### src/hw/adc_ctrl_pkg.sv
package adc_ctrl_pkg;

    // register indices; the byte address is four times the index
    localparam logic [4:0] IDX_CONTROL  = 5'h00;
    localparam logic [4:0] IDX_ACCUM    = 5'h01;
    localparam logic [4:0] IDX_WINDOW   = 5'h04;
    localparam logic [4:0] IDX_INPUT    = 5'h06;
    localparam logic [4:0] IDX_COMMAND  = 5'h08;
    localparam logic [4:0] IDX_EVENT    = 5'h09;
    localparam logic [4:0] IDX_INTEN    = 5'h0A;
    localparam logic [4:0] IDX_INTFLAG  = 5'h0B;
    localparam logic [4:0] IDX_DEBUG    = 5'h0C;
    localparam logic [4:0] IDX_STAGING  = 5'h0D;
    localparam logic [4:0] IDX_RESULT   = 5'h10;
    localparam logic [4:0] IDX_LOWER    = 5'h12;
    localparam logic [4:0] IDX_UPPER    = 5'h14;

    // field positions
    localparam int FREE_RUN_BIT    = 0;
    localparam int BEGIN_BIT       = 0;
    localparam int EVENT_START_BIT = 0;
    localparam int DONE_BIT        = 0;
    localparam int MATCH_BIT       = 1;
    localparam int RUN_BREAK_BIT   = 0;

    // input selection codes
    localparam logic [4:0] SEL_PIN_LAST = 5'h07;
    localparam logic [4:0] SEL_PIN10    = 5'h0A;
    localparam logic [4:0] SEL_PIN11    = 5'h0B;
    localparam logic [4:0] SEL_VREF     = 5'h1D;
    localparam logic [4:0] SEL_GND      = 5'h1F;

    // limits and reset values
    localparam logic [9:0]  SAMPLE_MAX   = 10'h3FF;
    localparam logic [9:0]  SAMPLE_MIN   = 10'h000;
    localparam logic [15:0] ACC_MAX      = 16'hFFC0;
    localparam logic [2:0]  ACC_LOG2_MAX = 3'h6;
    localparam logic [7:0]  RESET_BYTE   = 8'h00;
    localparam logic [15:0] RESET_WORD   = 16'h0000;

    typedef enum logic [2:0] {
        WIN_NONE    = 3'b000,
        WIN_BELOW   = 3'b001,
        WIN_ABOVE   = 3'b010,
        WIN_INSIDE  = 3'b011,
        WIN_OUTSIDE = 3'b100
    } window_mode_t;

    typedef enum logic [1:0] {
        ST_IDLE    = 2'b00,
        ST_LAUNCH  = 2'b01,
        ST_CONVERT = 2'b10
    } conv_state_t;

endpackage

### src/hw/adc_control_and_result_regs.sv
// Notes on behaviour
// RULE1 - selection used by a conversion is latched; later writes wait until it ends
// RULE2 - codes 0-7, 0x0A, 0x0B pins; 0x1D reference; 0x1F ground; others reserved
// RULE3 - writing one to begin bit starts a measurement, or first free-running one
// RULE4 - begin bit reads one while converting, cleared by hardware on completion
// RULE5 - with event start enabled an incoming event triggers a conversion
// RULE6 - window-match interrupt requested only while its enable bit 1 is set
// RULE7 - conversion-done interrupt requested only while its enable bit 0 is set
// RULE8 - at conversion end compare result to window mode, set match flag
// RULE9 - match flag cleared by writing one or reading result; zero ignored
// RULE10 - done flag set whenever a fresh result lands in the result register
// RULE11 - done flag cleared by writing one or reading result; zero ignored
// RULE12 - run-during-break zero halts and ignores events while CPU is stopped
// RULE13 - one shared readable, writable staging byte for all wide registers
// RULE14 - result low byte at base offset, high byte one address above
// RULE15 - a single sample saturates to 0x3FF above reference, 0x000 below ground
// RULE16 - accumulated result never exceeds 0xFFC0, at most 64 samples
// RULE17 - window modes: none, below, above, strictly inside, outside; others reserved
// RULE18 - thresholds apply to the final accumulated value, not each sample
// RULE19 - low read stages high byte; low write held until high write commits
module adc_control_and_result_regs
    import adc_ctrl_pkg::*;
(
    input  wire logic        pclk,
    input  wire logic        presetn,
    input  wire logic        psel,
    input  wire logic        penable,
    input  wire logic        pwrite,
    input  wire logic [7:0]  paddr,
    input  wire logic [31:0] pwdata,
    input  wire logic [3:0]  pstrb,
    output logic      [31:0] prdata,
    output logic             pready,
    output logic             pslverr,
    input  wire logic        event_trigger,
    input  wire logic        cpu_halted,
    output logic             core_start,
    output logic      [4:0]  core_input,
    output logic             core_input_valid,
    input  wire logic        core_done,
    input  wire logic [9:0]  core_sample,
    input  wire logic        core_over,
    input  wire logic        core_under,
    output logic             irq
);

    // register state
    logic        free_run_q;
    logic [2:0]  acc_log2_q;
    logic [2:0]  window_mode_q;
    logic [4:0]  input_sel_q;
    logic        event_en_q;
    logic [1:0]  int_en_q;
    logic [1:0]  flags_q;
    logic [1:0]  flags_d;
    logic        run_break_q;
    logic [7:0]  staging_q;
    logic [15:0] result_q;
    logic [15:0] lower_q;
    logic [15:0] upper_q;
    logic [31:0] prdata_q;

    // conversion sequencer state
    conv_state_t state_q;
    conv_state_t state_d;
    logic [4:0]  active_sel_q;
    logic [6:0]  count_q;
    logic [15:0] acc_q;

    // bus decode
    wire        setup_ph  = psel & ~penable;
    wire        access_ph = psel & penable;
    wire [4:0]  idx       = paddr[6:2];
    wire        aligned   = (paddr[1:0] == 2'b00) & ~paddr[7];
    wire        wr        = access_ph & pwrite & pstrb[0];
    wire        rd        = access_ph & ~pwrite;
    wire        hit_ctl   = aligned & (idx == IDX_CONTROL);
    wire        hit_acc   = aligned & (idx == IDX_ACCUM);
    wire        hit_win   = aligned & (idx == IDX_WINDOW);
    wire        hit_in    = aligned & (idx == IDX_INPUT);
    wire        hit_cmd   = aligned & (idx == IDX_COMMAND);
    wire        hit_ev    = aligned & (idx == IDX_EVENT);
    wire        hit_ie    = aligned & (idx == IDX_INTEN);
    wire        hit_if    = aligned & (idx == IDX_INTFLAG);
    wire        hit_dbg   = aligned & (idx == IDX_DEBUG);
    wire        hit_stg   = aligned & (idx == IDX_STAGING);
    wire        hit_resl  = aligned & (idx == IDX_RESULT);
    wire        hit_resh  = aligned & (idx == IDX_RESULT + 5'h01);
    wire        hit_lol   = aligned & (idx == IDX_LOWER);
    wire        hit_loh   = aligned & (idx == IDX_LOWER + 5'h01);
    wire        hit_upl   = aligned & (idx == IDX_UPPER);
    wire        hit_uph   = aligned & (idx == IDX_UPPER + 5'h01);
    wire        wide_low  = hit_resl | hit_lol | hit_upl;
    wire        wide_high = hit_resh | hit_loh | hit_uph;
    wire        mapped    = hit_ctl | hit_acc | hit_win | hit_in | hit_cmd | hit_ev | hit_ie | hit_if
                          | hit_dbg | hit_stg | wide_low | wide_high;

    // read data is latched in the setup cycle, so every access answers with no wait state
    assign pready  = 1'b1;
    assign pslverr = access_ph & ~mapped;
    assign prdata  = prdata_q;

    // sequencer decode
    wire        halted    = cpu_halted & ~run_break_q;                          // [RULE12]
    wire        busy      = (state_q != ST_IDLE);
    wire        sw_begin  = wr & hit_cmd & pwdata[BEGIN_BIT];                  // [RULE3]
    wire        ev_begin  = event_en_q & event_trigger;                        // [RULE5]
    wire        begin_req = (sw_begin | ev_begin) & ~halted;                   // [RULE12]
    wire [2:0]  acc_eff   = (acc_log2_q > ACC_LOG2_MAX) ? ACC_LOG2_MAX : acc_log2_q; // [RULE16]
    wire [6:0]  last_cnt  = 7'((8'h01 << acc_eff) - 8'h01);
    wire [9:0]  sample    = core_over ? SAMPLE_MAX : (core_under ? SAMPLE_MIN : core_sample); // [RULE15]
    wire [15:0] acc_sum   = acc_q + {6'h00, sample};                           // [RULE16]
    wire        last      = (count_q == last_cnt);
    wire        finish    = (state_q == ST_CONVERT) & core_done & last;
    wire        match     = window_hit(window_mode_q, acc_sum, lower_q, upper_q); // [RULE18]

    assign core_start = (state_q == ST_LAUNCH) & ~halted;                      // [RULE12]
    assign core_input = active_sel_q;

    // input selection legality
    function automatic logic input_legal(input logic [4:0] code);
        input_legal = (code <= SEL_PIN_LAST) | (code == SEL_PIN10) | (code == SEL_PIN11)
                    | (code == SEL_VREF) | (code == SEL_GND);                  // [RULE2]
    endfunction

    // window comparison; reserved modes never match
    function automatic logic window_hit(input logic [2:0] mode, input logic [15:0] v,
                                        input logic [15:0] lo, input logic [15:0] hi);
        case (mode)                                                            // [RULE17]
            WIN_NONE:    window_hit = 1'b0;
            WIN_BELOW:   window_hit = (v < lo);
            WIN_ABOVE:   window_hit = (v > hi);
            WIN_INSIDE:  window_hit = (v > lo) & (v < hi);
            WIN_OUTSIDE: window_hit = (v < lo) | (v > hi);
            default:     window_hit = 1'b0;
        endcase
    endfunction

    // next state of the conversion sequencer
    always_comb
    begin
        state_d = state_q;
        case (state_q)
            ST_IDLE:
            begin
                if (begin_req)
                begin
                    state_d = ST_LAUNCH;                                       // [RULE3] [RULE5]
                end
            end
            ST_LAUNCH:
            begin
                if (!halted)
                begin
                    state_d = ST_CONVERT;
                end
            end
            ST_CONVERT:
            begin
                if (core_done)
                begin
                    if (!last || free_run_q)
                    begin
                        state_d = ST_LAUNCH;
                    end
                    else
                    begin
                        state_d = ST_IDLE;                                     // [RULE4]
                    end
                end
            end
            default:
            begin
                state_d = ST_IDLE;
            end
        endcase
    end

    always_ff @(posedge pclk or negedge presetn)
    begin
        if (!presetn)
        begin
            state_q <= ST_IDLE;
        end
        else
        begin
            state_q <= state_d;
        end
    end

    // selection is latched when a measurement begins and when one finishes, so mid-conversion writes wait
    always_ff @(posedge pclk or negedge presetn)
    begin
        if (!presetn)
        begin
            active_sel_q     <= 5'h00;
            core_input_valid <= 1'b0;
        end
        else if ((state_q == ST_IDLE && begin_req) || finish)
        begin
            active_sel_q     <= input_sel_q;                                   // [RULE1]
            core_input_valid <= input_legal(input_sel_q);                      // [RULE2]
        end
    end

    // sample counter and accumulator, restarted at every measurement
    always_ff @(posedge pclk or negedge presetn)
    begin
        if (!presetn)
        begin
            count_q <= 7'h00;
            acc_q   <= RESET_WORD;
        end
        else if (state_q == ST_IDLE || finish)
        begin
            count_q <= 7'h00;
            acc_q   <= RESET_WORD;
        end
        else if (state_q == ST_CONVERT && core_done)
        begin
            count_q <= count_q + 7'h01;
            acc_q   <= acc_sum;
        end
    end

    // final value lands in the result register
    always_ff @(posedge pclk or negedge presetn)
    begin
        if (!presetn)
        begin
            result_q <= RESET_WORD;
        end
        else if (finish)
        begin
            result_q <= acc_sum;                                               // [RULE10] [RULE16]
        end
    end

    // sticky flags: a set in the same cycle as a clear wins
    wire       rd_result = rd & hit_resl;                                     // [RULE9] [RULE11]
    wire [1:0] flag_clr  = ({2{wr & hit_if}} & pwdata[1:0]) | {2{rd_result}};  // [RULE9] [RULE11]
    wire [1:0] flag_set  = {finish & match, finish};                           // [RULE8] [RULE10]
    assign flags_d = (flags_q & ~flag_clr) | flag_set;

    always_ff @(posedge pclk or negedge presetn)
    begin
        if (!presetn)
        begin
            flags_q <= 2'b00;
        end
        else
        begin
            flags_q <= flags_d;
        end
    end

    // one level request from the enabled flags
    assign irq = |(flags_q & int_en_q);                                        // [RULE6] [RULE7]

    // plain control registers
    always_ff @(posedge pclk or negedge presetn)
    begin
        if (!presetn)
        begin
            free_run_q    <= 1'b0;
            acc_log2_q    <= 3'h0;
            window_mode_q <= 3'h0;
            input_sel_q   <= 5'h00;
            event_en_q    <= 1'b0;
            int_en_q      <= 2'b00;
            run_break_q   <= 1'b0;
        end
        else if (wr)
        begin
            if (hit_ctl) free_run_q    <= pwdata[FREE_RUN_BIT];
            if (hit_acc) acc_log2_q    <= pwdata[2:0];
            if (hit_win) window_mode_q <= pwdata[2:0];
            if (hit_in)  input_sel_q   <= pwdata[4:0];
            if (hit_ev)  event_en_q    <= pwdata[EVENT_START_BIT];
            if (hit_ie)  int_en_q      <= pwdata[1:0];
            if (hit_dbg) run_break_q   <= pwdata[RUN_BREAK_BIT];
        end
    end

    // staging byte: direct access, low-byte writes, and low-byte reads of wide registers
    always_ff @(posedge pclk or negedge presetn)
    begin
        if (!presetn)
        begin
            staging_q <= RESET_BYTE;
        end
        else if (wr && (hit_stg || hit_lol || hit_upl))
        begin
            staging_q <= pwdata[7:0];                                          // [RULE13] [RULE19]
        end
        else if (rd && wide_low)
        begin
            staging_q <= hit_resl ? result_q[15:8] : (hit_lol ? lower_q[15:8] : upper_q[15:8]); // [RULE19]
        end
    end

    // thresholds commit both bytes on the high-byte write
    always_ff @(posedge pclk or negedge presetn)
    begin
        if (!presetn)
        begin
            lower_q <= RESET_WORD;
            upper_q <= RESET_WORD;
        end
        else if (wr)
        begin
            if (hit_loh) lower_q <= {pwdata[7:0], staging_q};                  // [RULE19]
            if (hit_uph) upper_q <= {pwdata[7:0], staging_q};                  // [RULE19]
        end
    end

    // read selection; high bytes of wide registers come from the staging byte
    wire [7:0] rd_byte =
        hit_ctl  ? {7'h00, free_run_q} :
        hit_acc  ? {5'h00, acc_log2_q} :
        hit_win  ? {5'h00, window_mode_q} :
        hit_in   ? {3'h0, input_sel_q} :
        hit_cmd  ? {7'h00, busy} :                                             // [RULE4]
        hit_ev   ? {7'h00, event_en_q} :
        hit_ie   ? {6'h00, int_en_q} :
        hit_if   ? {6'h00, flags_q} :
        hit_dbg  ? {7'h00, run_break_q} :
        hit_stg  ? staging_q :                                                 // [RULE13]
        hit_resl ? result_q[7:0] :                                             // [RULE14]
        hit_lol  ? lower_q[7:0] :
        hit_upl  ? upper_q[7:0] :
        wide_high ? staging_q :                                                // [RULE14] [RULE19]
        8'h00;

    always_ff @(posedge pclk or negedge presetn)
    begin
        if (!presetn)
        begin
            prdata_q <= 32'h0000_0000;
        end
        else if (setup_ph && !pwrite)
        begin
            prdata_q <= {24'h00_0000, rd_byte};
        end
    end
endmodule

### config.mk
export PLATFORM = sky130hd
export DESIGN_NAME = adc_control_and_result_regs
export DESIGN_NICKNAME = d
export VERILOG_FILES = /design/src/hw/adc_ctrl_pkg.sv /design/src/hw/adc_control_and_result_regs.sv
export SDC_FILE = /design/constraint.sdc
export NUM_CORES = 1
export LEC_CHECK = 0
export ABC_AREA = 1
export BUFFER_PORTS_ARGS = -buffer_cell sky130_fd_sc_hd__buf_2
export CAP_MARGIN = 20
export CORE_MARGIN = 2
export CORE_UTILIZATION = 25
export CTS_BUF_LIST = sky130_fd_sc_hd__clkbuf_2 sky130_fd_sc_hd__clkbuf_4 sky130_fd_sc_hd__clkbuf_8
export DETAILED_ROUTE_END_ITERATION = 6
export PLACE_DENSITY = 0.52
export SETUP_SLACK_MARGIN = 0.15
export SYNTH_ARGS = -nofsm -noshare
export SYNTH_HDL_FRONTEND = slang
export SYNTH_SLANG_ARGS = --single-unit
export TNS_END_PERCENT = 10
### constraint.sdc
create_clock -name pclk -period 3.5 [get_ports pclk]
set_clock_uncertainty 0.1 [all_clocks]
set_input_delay 0.35 -clock pclk [delete_from_list [all_inputs] [get_ports pclk]]
set_output_delay 0.35 -clock pclk [all_outputs]
set_load 0.005 [all_outputs]
After elaboration in Yosys (flattened, before gate mapping) --
Cells that the tools add are included.
Cells by class: equality and inequality tests 29, shifts and indexed selects 1, reduce and logical (&&, ||, !) cells 29, muxes and demuxes 31, order comparisons 6, $add $sub $neg 3, bitwise logic cells 68
Operators with widths (count):
- 8-bit two-way mux | 18
- 5-bit by 4-bit equality test with 1-bit output (second input constant) | 8
- 5-bit equality test (second input constant) | 8
- 1-bit bitwise AND | 35
- 16-bit greater-than comparator | 2
- 16-bit less-than comparator | 2
- 16-bit two-way mux | 2
- 1-bit OR | 21
- 10-bit two-way mux | 2
- 2-bit AND reduction | 9
- 16-bit by 10-bit adder with 16-bit output | 1
- 7-bit two-way mux | 2
- 5-bit by 3-bit equality test with 1-bit output (second input constant) | 2
- 7-bit by 1-bit adder with 7-bit output (second input constant) | 1
- 7-bit equality test | 1
- 1-bit by 3-bit left shift with 7-bit output (first input constant) | 1
- 7-bit by 1-bit subtractor with 7-bit output (second input constant) | 1
- 2-bit bitwise AND | 3
- 3-bit by 2-bit equality test with 1-bit output (second input constant) | 2
- 2-bit two-way mux | 3
- 2-bit inequality test (second input constant) | 3
- 1-bit NOT | 6
- 2-bit one-hot mux with 3 select lines | 1
- 2-bit nonzero test | 3
- other kinds (19) | 30
Storage, ports and cells: input port bits 64, bits in registers 113, output and inout port bits 42

Logic depth before layout (Yosys ltp) --
word-level depth 19, depth in mapped cells 32, gate-level depth less buffers 32

Least setup slack after synthesis --
Ideal clock, no wire load.
path kind input-to-reg, from input core_over, to register flags_q[1], cell stages on the path 28, arrival 3.369 ns, setup slack -0.098 ns, buffers on the path 0, path through clkinv_1 -> nand2_1 -> ha_1 -> inv_1 -> fa_1 -> inv_1 -> nand3_1 -> nand2_1 -> a21oi_1 -> o21ai_2 -> a21oi_1 -> o21bai_2 -> nand2_1 -> o21ai_1 -> nand2_1 -> ha_1 -> nand2_1 -> inv_1 -> nand3_1 -> inv_1 -> nand2_1 -> nor3_1 -> nand3b_1 -> o21ai_0 -> o21ai_0 -> nand3b_1 -> nand2_1 -> nand2_1
Between the ends: cells in the longest elaborated chain, start to end 7, elaborated cells between the ends (all ways) 11, classes of those cells 1 x add/sub; 4 x order compare; 2 x mux; 4 x bitwise
Ends and longest elaborated chain:
- start, declared | RTL line adc_control_and_result_regs.sv:42 | input wire logic core_over,
- 10-bit two-way mux (*) | RTL line adc_control_and_result_regs.sv:111 | wire [9:0] sample = core_over ? SAMPLE_MAX : (core_under ? SAMPLE_MIN : core_sample);
- 16-bit by 10-bit adder with 16-bit output (*) | RTL line adc_control_and_result_regs.sv:112 | wire [15:0] acc_sum = acc_q + {6'h00, sample};
- via acc_sum[14] | RTL line adc_control_and_result_regs.sv:112
- 16-bit less-than comparator (tied with other cells) | RTL line adc_control_and_result_regs.sv:131, adc_control_and_result_regs.sv:134
- 1-bit OR or 1-bit bitwise AND (tied branches) | RTL line adc_control_and_result_regs.sv:134, adc_control_and_result_regs.sv:133
- 1-bit one-hot mux with 4 select lines (*) | RTL line adc_control_and_result_regs.sv:129 | case (mode)
- 1-bit bitwise AND (*) | RTL line adc_control_and_result_regs.sv:242 | wire [1:0] flag_set = {finish & match, finish};
- 2-bit OR (*) | RTL line adc_control_and_result_regs.sv:243 | assign flags_d = (flags_q & ~flag_clr) | flag_set;
- via flags_d[1] | RTL line adc_control_and_result_regs.sv:55 | logic [1:0] flags_d;
- end signal, assigned | RTL line adc_control_and_result_regs.sv:253 | flags_q <= flags_d;
- end, declared | RTL line adc_control_and_result_regs.sv:54 | logic [1:0] flags_q;
Mark *: on every way through the listed nets, which the timed path passes. The rest lies on a longest branch. A chain may end at the register's enable or synchronous reset.

Worst setup path in the final report --
from register acc_q[0], to register flags_q[1]
Between the ends: cells in the longest elaborated chain, start to end 6, elaborated cells between the ends (all ways) 10, classes of those cells 1 x add/sub; 4 x order compare; 1 x mux; 4 x bitwise
Ends and longest elaborated chain:
- start, declared | RTL line adc_control_and_result_regs.sv:68 | logic [15:0] acc_q;
- start signal, assigned | RTL line adc_control_and_result_regs.sv:222 | acc_q <= acc_sum;
- 16-bit by 10-bit adder with 16-bit output (*) | RTL line adc_control_and_result_regs.sv:112
- via acc_sum[10] | RTL line adc_control_and_result_regs.sv:112
- 16-bit less-than comparator (tied with other cells) | RTL line adc_control_and_result_regs.sv:131, adc_control_and_result_regs.sv:134
- 1-bit OR or 1-bit bitwise AND (tied branches) | RTL line adc_control_and_result_regs.sv:134, adc_control_and_result_regs.sv:133
- 1-bit one-hot mux with 4 select lines (*) | RTL line adc_control_and_result_regs.sv:129
- 1-bit bitwise AND (*) | RTL line adc_control_and_result_regs.sv:242
- 2-bit OR (*) | RTL line adc_control_and_result_regs.sv:243
- via flags_d[1] | RTL line adc_control_and_result_regs.sv:55
Marked as above.

==> metrics.md <==
| Metric | Value |
|---|---|
| Status | complete, no violations |
| Max FO, Critical Path | 2 |
| Max Cap Viol | 0 |
| HPWL after detailed placement | around 15 mm |
| Arrival time at the worst endpoint | roughly 3.8 ns |
| Clock share of power | between 30% and 40% |
| Power Internal | approximately 2300 uW |
| Antenna fix cells | 0 |
| Top layer in use | met4 |
| Buffers on Ports | 53 |
| Drt wl/cell | between 10 and 15 um |
| P_sw | between 1000 and 1500 uW |
| Register share of total power | between 40% and 50% |
| Fmax | 288 MHz |
| Actual slew at the worst max-slew pin | between 0.6 and 0.7 ns |
| Reg2Reg Setup Slack | about 0.024 ns |
| TritonCTS clock tree | built |
| Via count | ~6300 |
| # H-tree levels | 4 |
| Largest net degree at the start of global routing | ~70 |
| WS Path Type | register to register |
| # rows | between 60 and 70 |
| Average size of a mapped cell | ~8 um^2 |
| Area Overhead vs Synth | 21.7% |
| Root buf cell | clkbuf_8 |
| Most frequent cells in the layout | 220 x nand2_1, 113 x dfrtp_1, 102 x inv_1, 73 x o21ai_0, 52 x buf_2 |
| Async S/R FF share, synth | 100% |
| GRT overflow | 0 |
| Largest family of logic cells by synthesized area | simple AND/OR/NAND/NOR gates |
| Leakage power | about 0.0041 uW |
| Die W | 172 um |
| Critical Path RT | 3.77 ns |
| Compound-gate portion of the synthesized area | between 10% and 20% |
| Flops & latches, synth | about 110 |
| Number of synthesized flops with an enable pin | 0 |
| RSZ-0062 raised after global routing | yes |
| Slew Viols, Final | 0 |
| Routed wl met2 | 9.67 mm |
| Top-level I/O count | 106 |
| Routability cong. | between 0.8 and 0.9 |
| Synthesized area | approximately 7100 um^2 |
| DRC violation total after the first TritonRoute iteration | between 400 and 500 |
| CTS buffer count | 17 |
| Post-synthesis mux area share | less than 1% |
| Seq/Total Area, Yosys | 40.0% |
| Setup TNS | 0 ns |
| PD cells | approximately 400 nW/um^2 |
| Main flop type after synthesis | dfrtp_1 |
| Starting Density | 25.5% |
| Clk sink count | 113 |
| CP endpoint kind | register |
| Share of cells above drive strength 1 | a little over a fifth |
| Layout Nets | about 1100 |
| Core area | around 28000 um^2 |
| Clock Pin Slew Worst Setup and Hold Paths | 0.07 ns |
| Reg2Reg Launch Point | acc_q[0]$_DFFE_PN0P_ |
| Warnings from Yosys | 0 |
| Commonest non-fill, non-tap cell in the layout | nand2_1 |
| Crit. Startpoint | acc_q[0]$_DFFE_PN0P_ |
| GRT Resource Usage Total | roughly 14% |
| Synth Instances | 909 |
| Clk Latency, worst-skew pair | 0.44 ns |
| Drt drc | 0 |
| Final hold viol count | 0 |
| Finished Core Util | between 30% and 40% |
| Met1 wire length | about 9.6 mm |
| Vias in the first global route | 6197 |
| Clock period minus final worst setup slack | about 3.5 ns |
| Unique masters post-synth | 52 |
| Die area | a little under 30000 um^2 |
| Post-synthesis xor/xnor area fraction | around 1.9% |
| Start point of the worst hold path | core_done |
| Synth Area in Adders | under 10% |
| CTS max path bufs | 2 |
| Post-route ant nets | 0 |
| Gate power share | between 10% and 20% |
| Critical path launch point type | register |
| Die H | between 150 and 200 um |
| Post-Synth Simple-Gate Area | between 20% and 30% |
| First-pass GRT wire length | around 33 mm |
| VDD IR-drop max | around 0.00022 V |
| Switching Share | 30.1% |
| Slew HR | between 50% and 60% |
| Met3 wire len | between 800 and 900 um |
| Initial antenna violation count | 1 |
| Hold Path Class | input port to register |
| Setup Viol. Count Final | 0 |
| Via density | 4.50 |
| Period utilization | roughly 99% |
| Pre-Repair DR Iteration Count | 5 |
| Final WL | just over 20 mm |
==> critical path, cell delays in order (launching register included) <==
cell and delay, ns:
dfrtp_1 0.37, ha_2 0.18, inv_2 0.05, fa_2 0.36, inv_2 0.06, nand3_2 0.05
nand2_2 0.09, a21oi_4 0.07, o21ai_2 0.17, a21oi_2 0.08, o21bai_2 0.17, buf_4 0.16
xor2_4 0.16, inv_2 0.07, ha_4 0.26, nand2_2 0.07, o21ai_0 0.25, nand2_1 0.08
o211ai_1 0.15, o21ai_2 0.11, nand2_1 0.07, nand4_1 0.07, nand3b_1 0.10, nand2_1 0.06
nand2_1 0.07
==> per-stage QoR <==
stage	setup slack [ns]	hold WS (ns)	instances	cell area, um^2	power (uW)
floorplan	0.0515	-0.0456	932	7170	1880
global placement	-0.278	0.315	1366	8010	2120
detailed placement	-0.343	0.312	1366	8010	2130
CTS	0.0507	0.109	1398	8460	3380
global route	-0.249	0.129	1402	8600	3540
finish	0.0242	0.137	1402	8600	3340
==> cells in the mapped netlist (all sizes together), types with 2 or more instances <==
| library cell | number | area share [%] |
|---|---|---|
| o2111ai | 5 | 0.62 |
| o21ai | 103 | 7.4 |
| nor2 | 60 | 4.1 |
| o221ai | 10 | 1.2 |
| nand2 | 235 | 13 |
| ha | 44 | 7.8 |
| inv | 126 | 6.7 |
| nand3b | 3 | 0.32 |
| nor4 | 2 | 0.35 |
| dfrtp | 113 | 40 |
| a22o | 9 | 1.1 |
| o21bai | 3 | 0.37 |
| o21a | 2 | 0.21 |
| conb | 2 | 0.11 |
| buf | 31 | 3.2 |
| nand4 | 10 | 0.88 |
| o211ai | 9 | 0.96 |
| xor2 | 12 | 1.5 |
| xnor2 | 3 | 0.37 |
| a21oi | 46 | 3.4 |
| nor3 | 11 | 0.85 |
| clkbuf | 11 | 0.58 |
| o22ai | 8 | 0.71 |
| a31oi | 3 | 0.27 |
| nand3 | 32 | 2.4 |
| clkinv | 3 | 0.16 |
| o311ai | 2 | 0.25 |
==> final cells by class <==
cell class	instances	area (um^2)
Inverter	129	489
Clock buffer	22	297
Timing Repair Buffer	106	693
Sequential cell	113	2830
Multi-Input combinational cell	648	3740
Tap cell	378	473
Clock inverter	6	82.6
Fill cell	3054	19200
==> worst paths after layout <==
path                                          end  cells after the start
setup / recovery             flags_q[1]$_DFF_PN0_                     24
hold / removal             state_q[1]$_DFFE_PN0P_                      4
setup reg to reg             flags_q[1]$_DFF_PN0_                     24
hold reg to reg             prdata[6]$_DFFE_PN0P_                      2
max in group asynchronous   acc_q[13]$_DFFE_PN0P_                      3
min in group asynchronous   prdata[4]$_DFFE_PN0P_                      2
==> sequential cells by signal (all words and copies together) (netlist names), 5 cells and up <==
signal / flops
acc_q: 16
core_input: 5
count_q: 7
input_sel_q: 5
lower_q: 16
prdata: 8
result_q: 16
staging_q: 8
upper_q: 16
==> per-layer routing <==
metal | track usage [%] | vias up
li1 | - | 3172
met2 | 24.1 | 153
met1 | 18.8 | 2958
met3 | 3.04 | 26
met4 | 4.68 | 0
met5 | 0 | -
==> power groups by stage <==
| stage | Sequential, uW | Combinational, uW | Clock (uW) |
|---|---|---|---|
| 2_1_floorplan | 1510 | 374 | 0 |
| 4_1_cts | 1500 | 613 | 1270 |
| 6_report | 1500 | 607 | 1240 |
| 5_1_grt | 1510 | 705 | 1320 |
| 3_3_place_gp | 1520 | 601 | 0 |
| 3_5_place_dp | 1520 | 608 | 0 |
==> cells by family after synthesis <==
family,Yosys count
AO/OA/AOI/OAI,206
XOR/XNOR,15
adder cells (fa/ha/maj),45
buffers and inverters,171
flip-flops,113
multiplexers,1
other,2
AND/OR/NAND/NOR,356
==> timing repair <==
item,in CTS,in global routing
pin swaps,9,19
hold buffers,1,0
resized for setup,10,27
setup endpoints to repair,1,1
buffers inserted,3,4
hold endpoints to repair,46,0
Power figures use the tool's default switching activity.
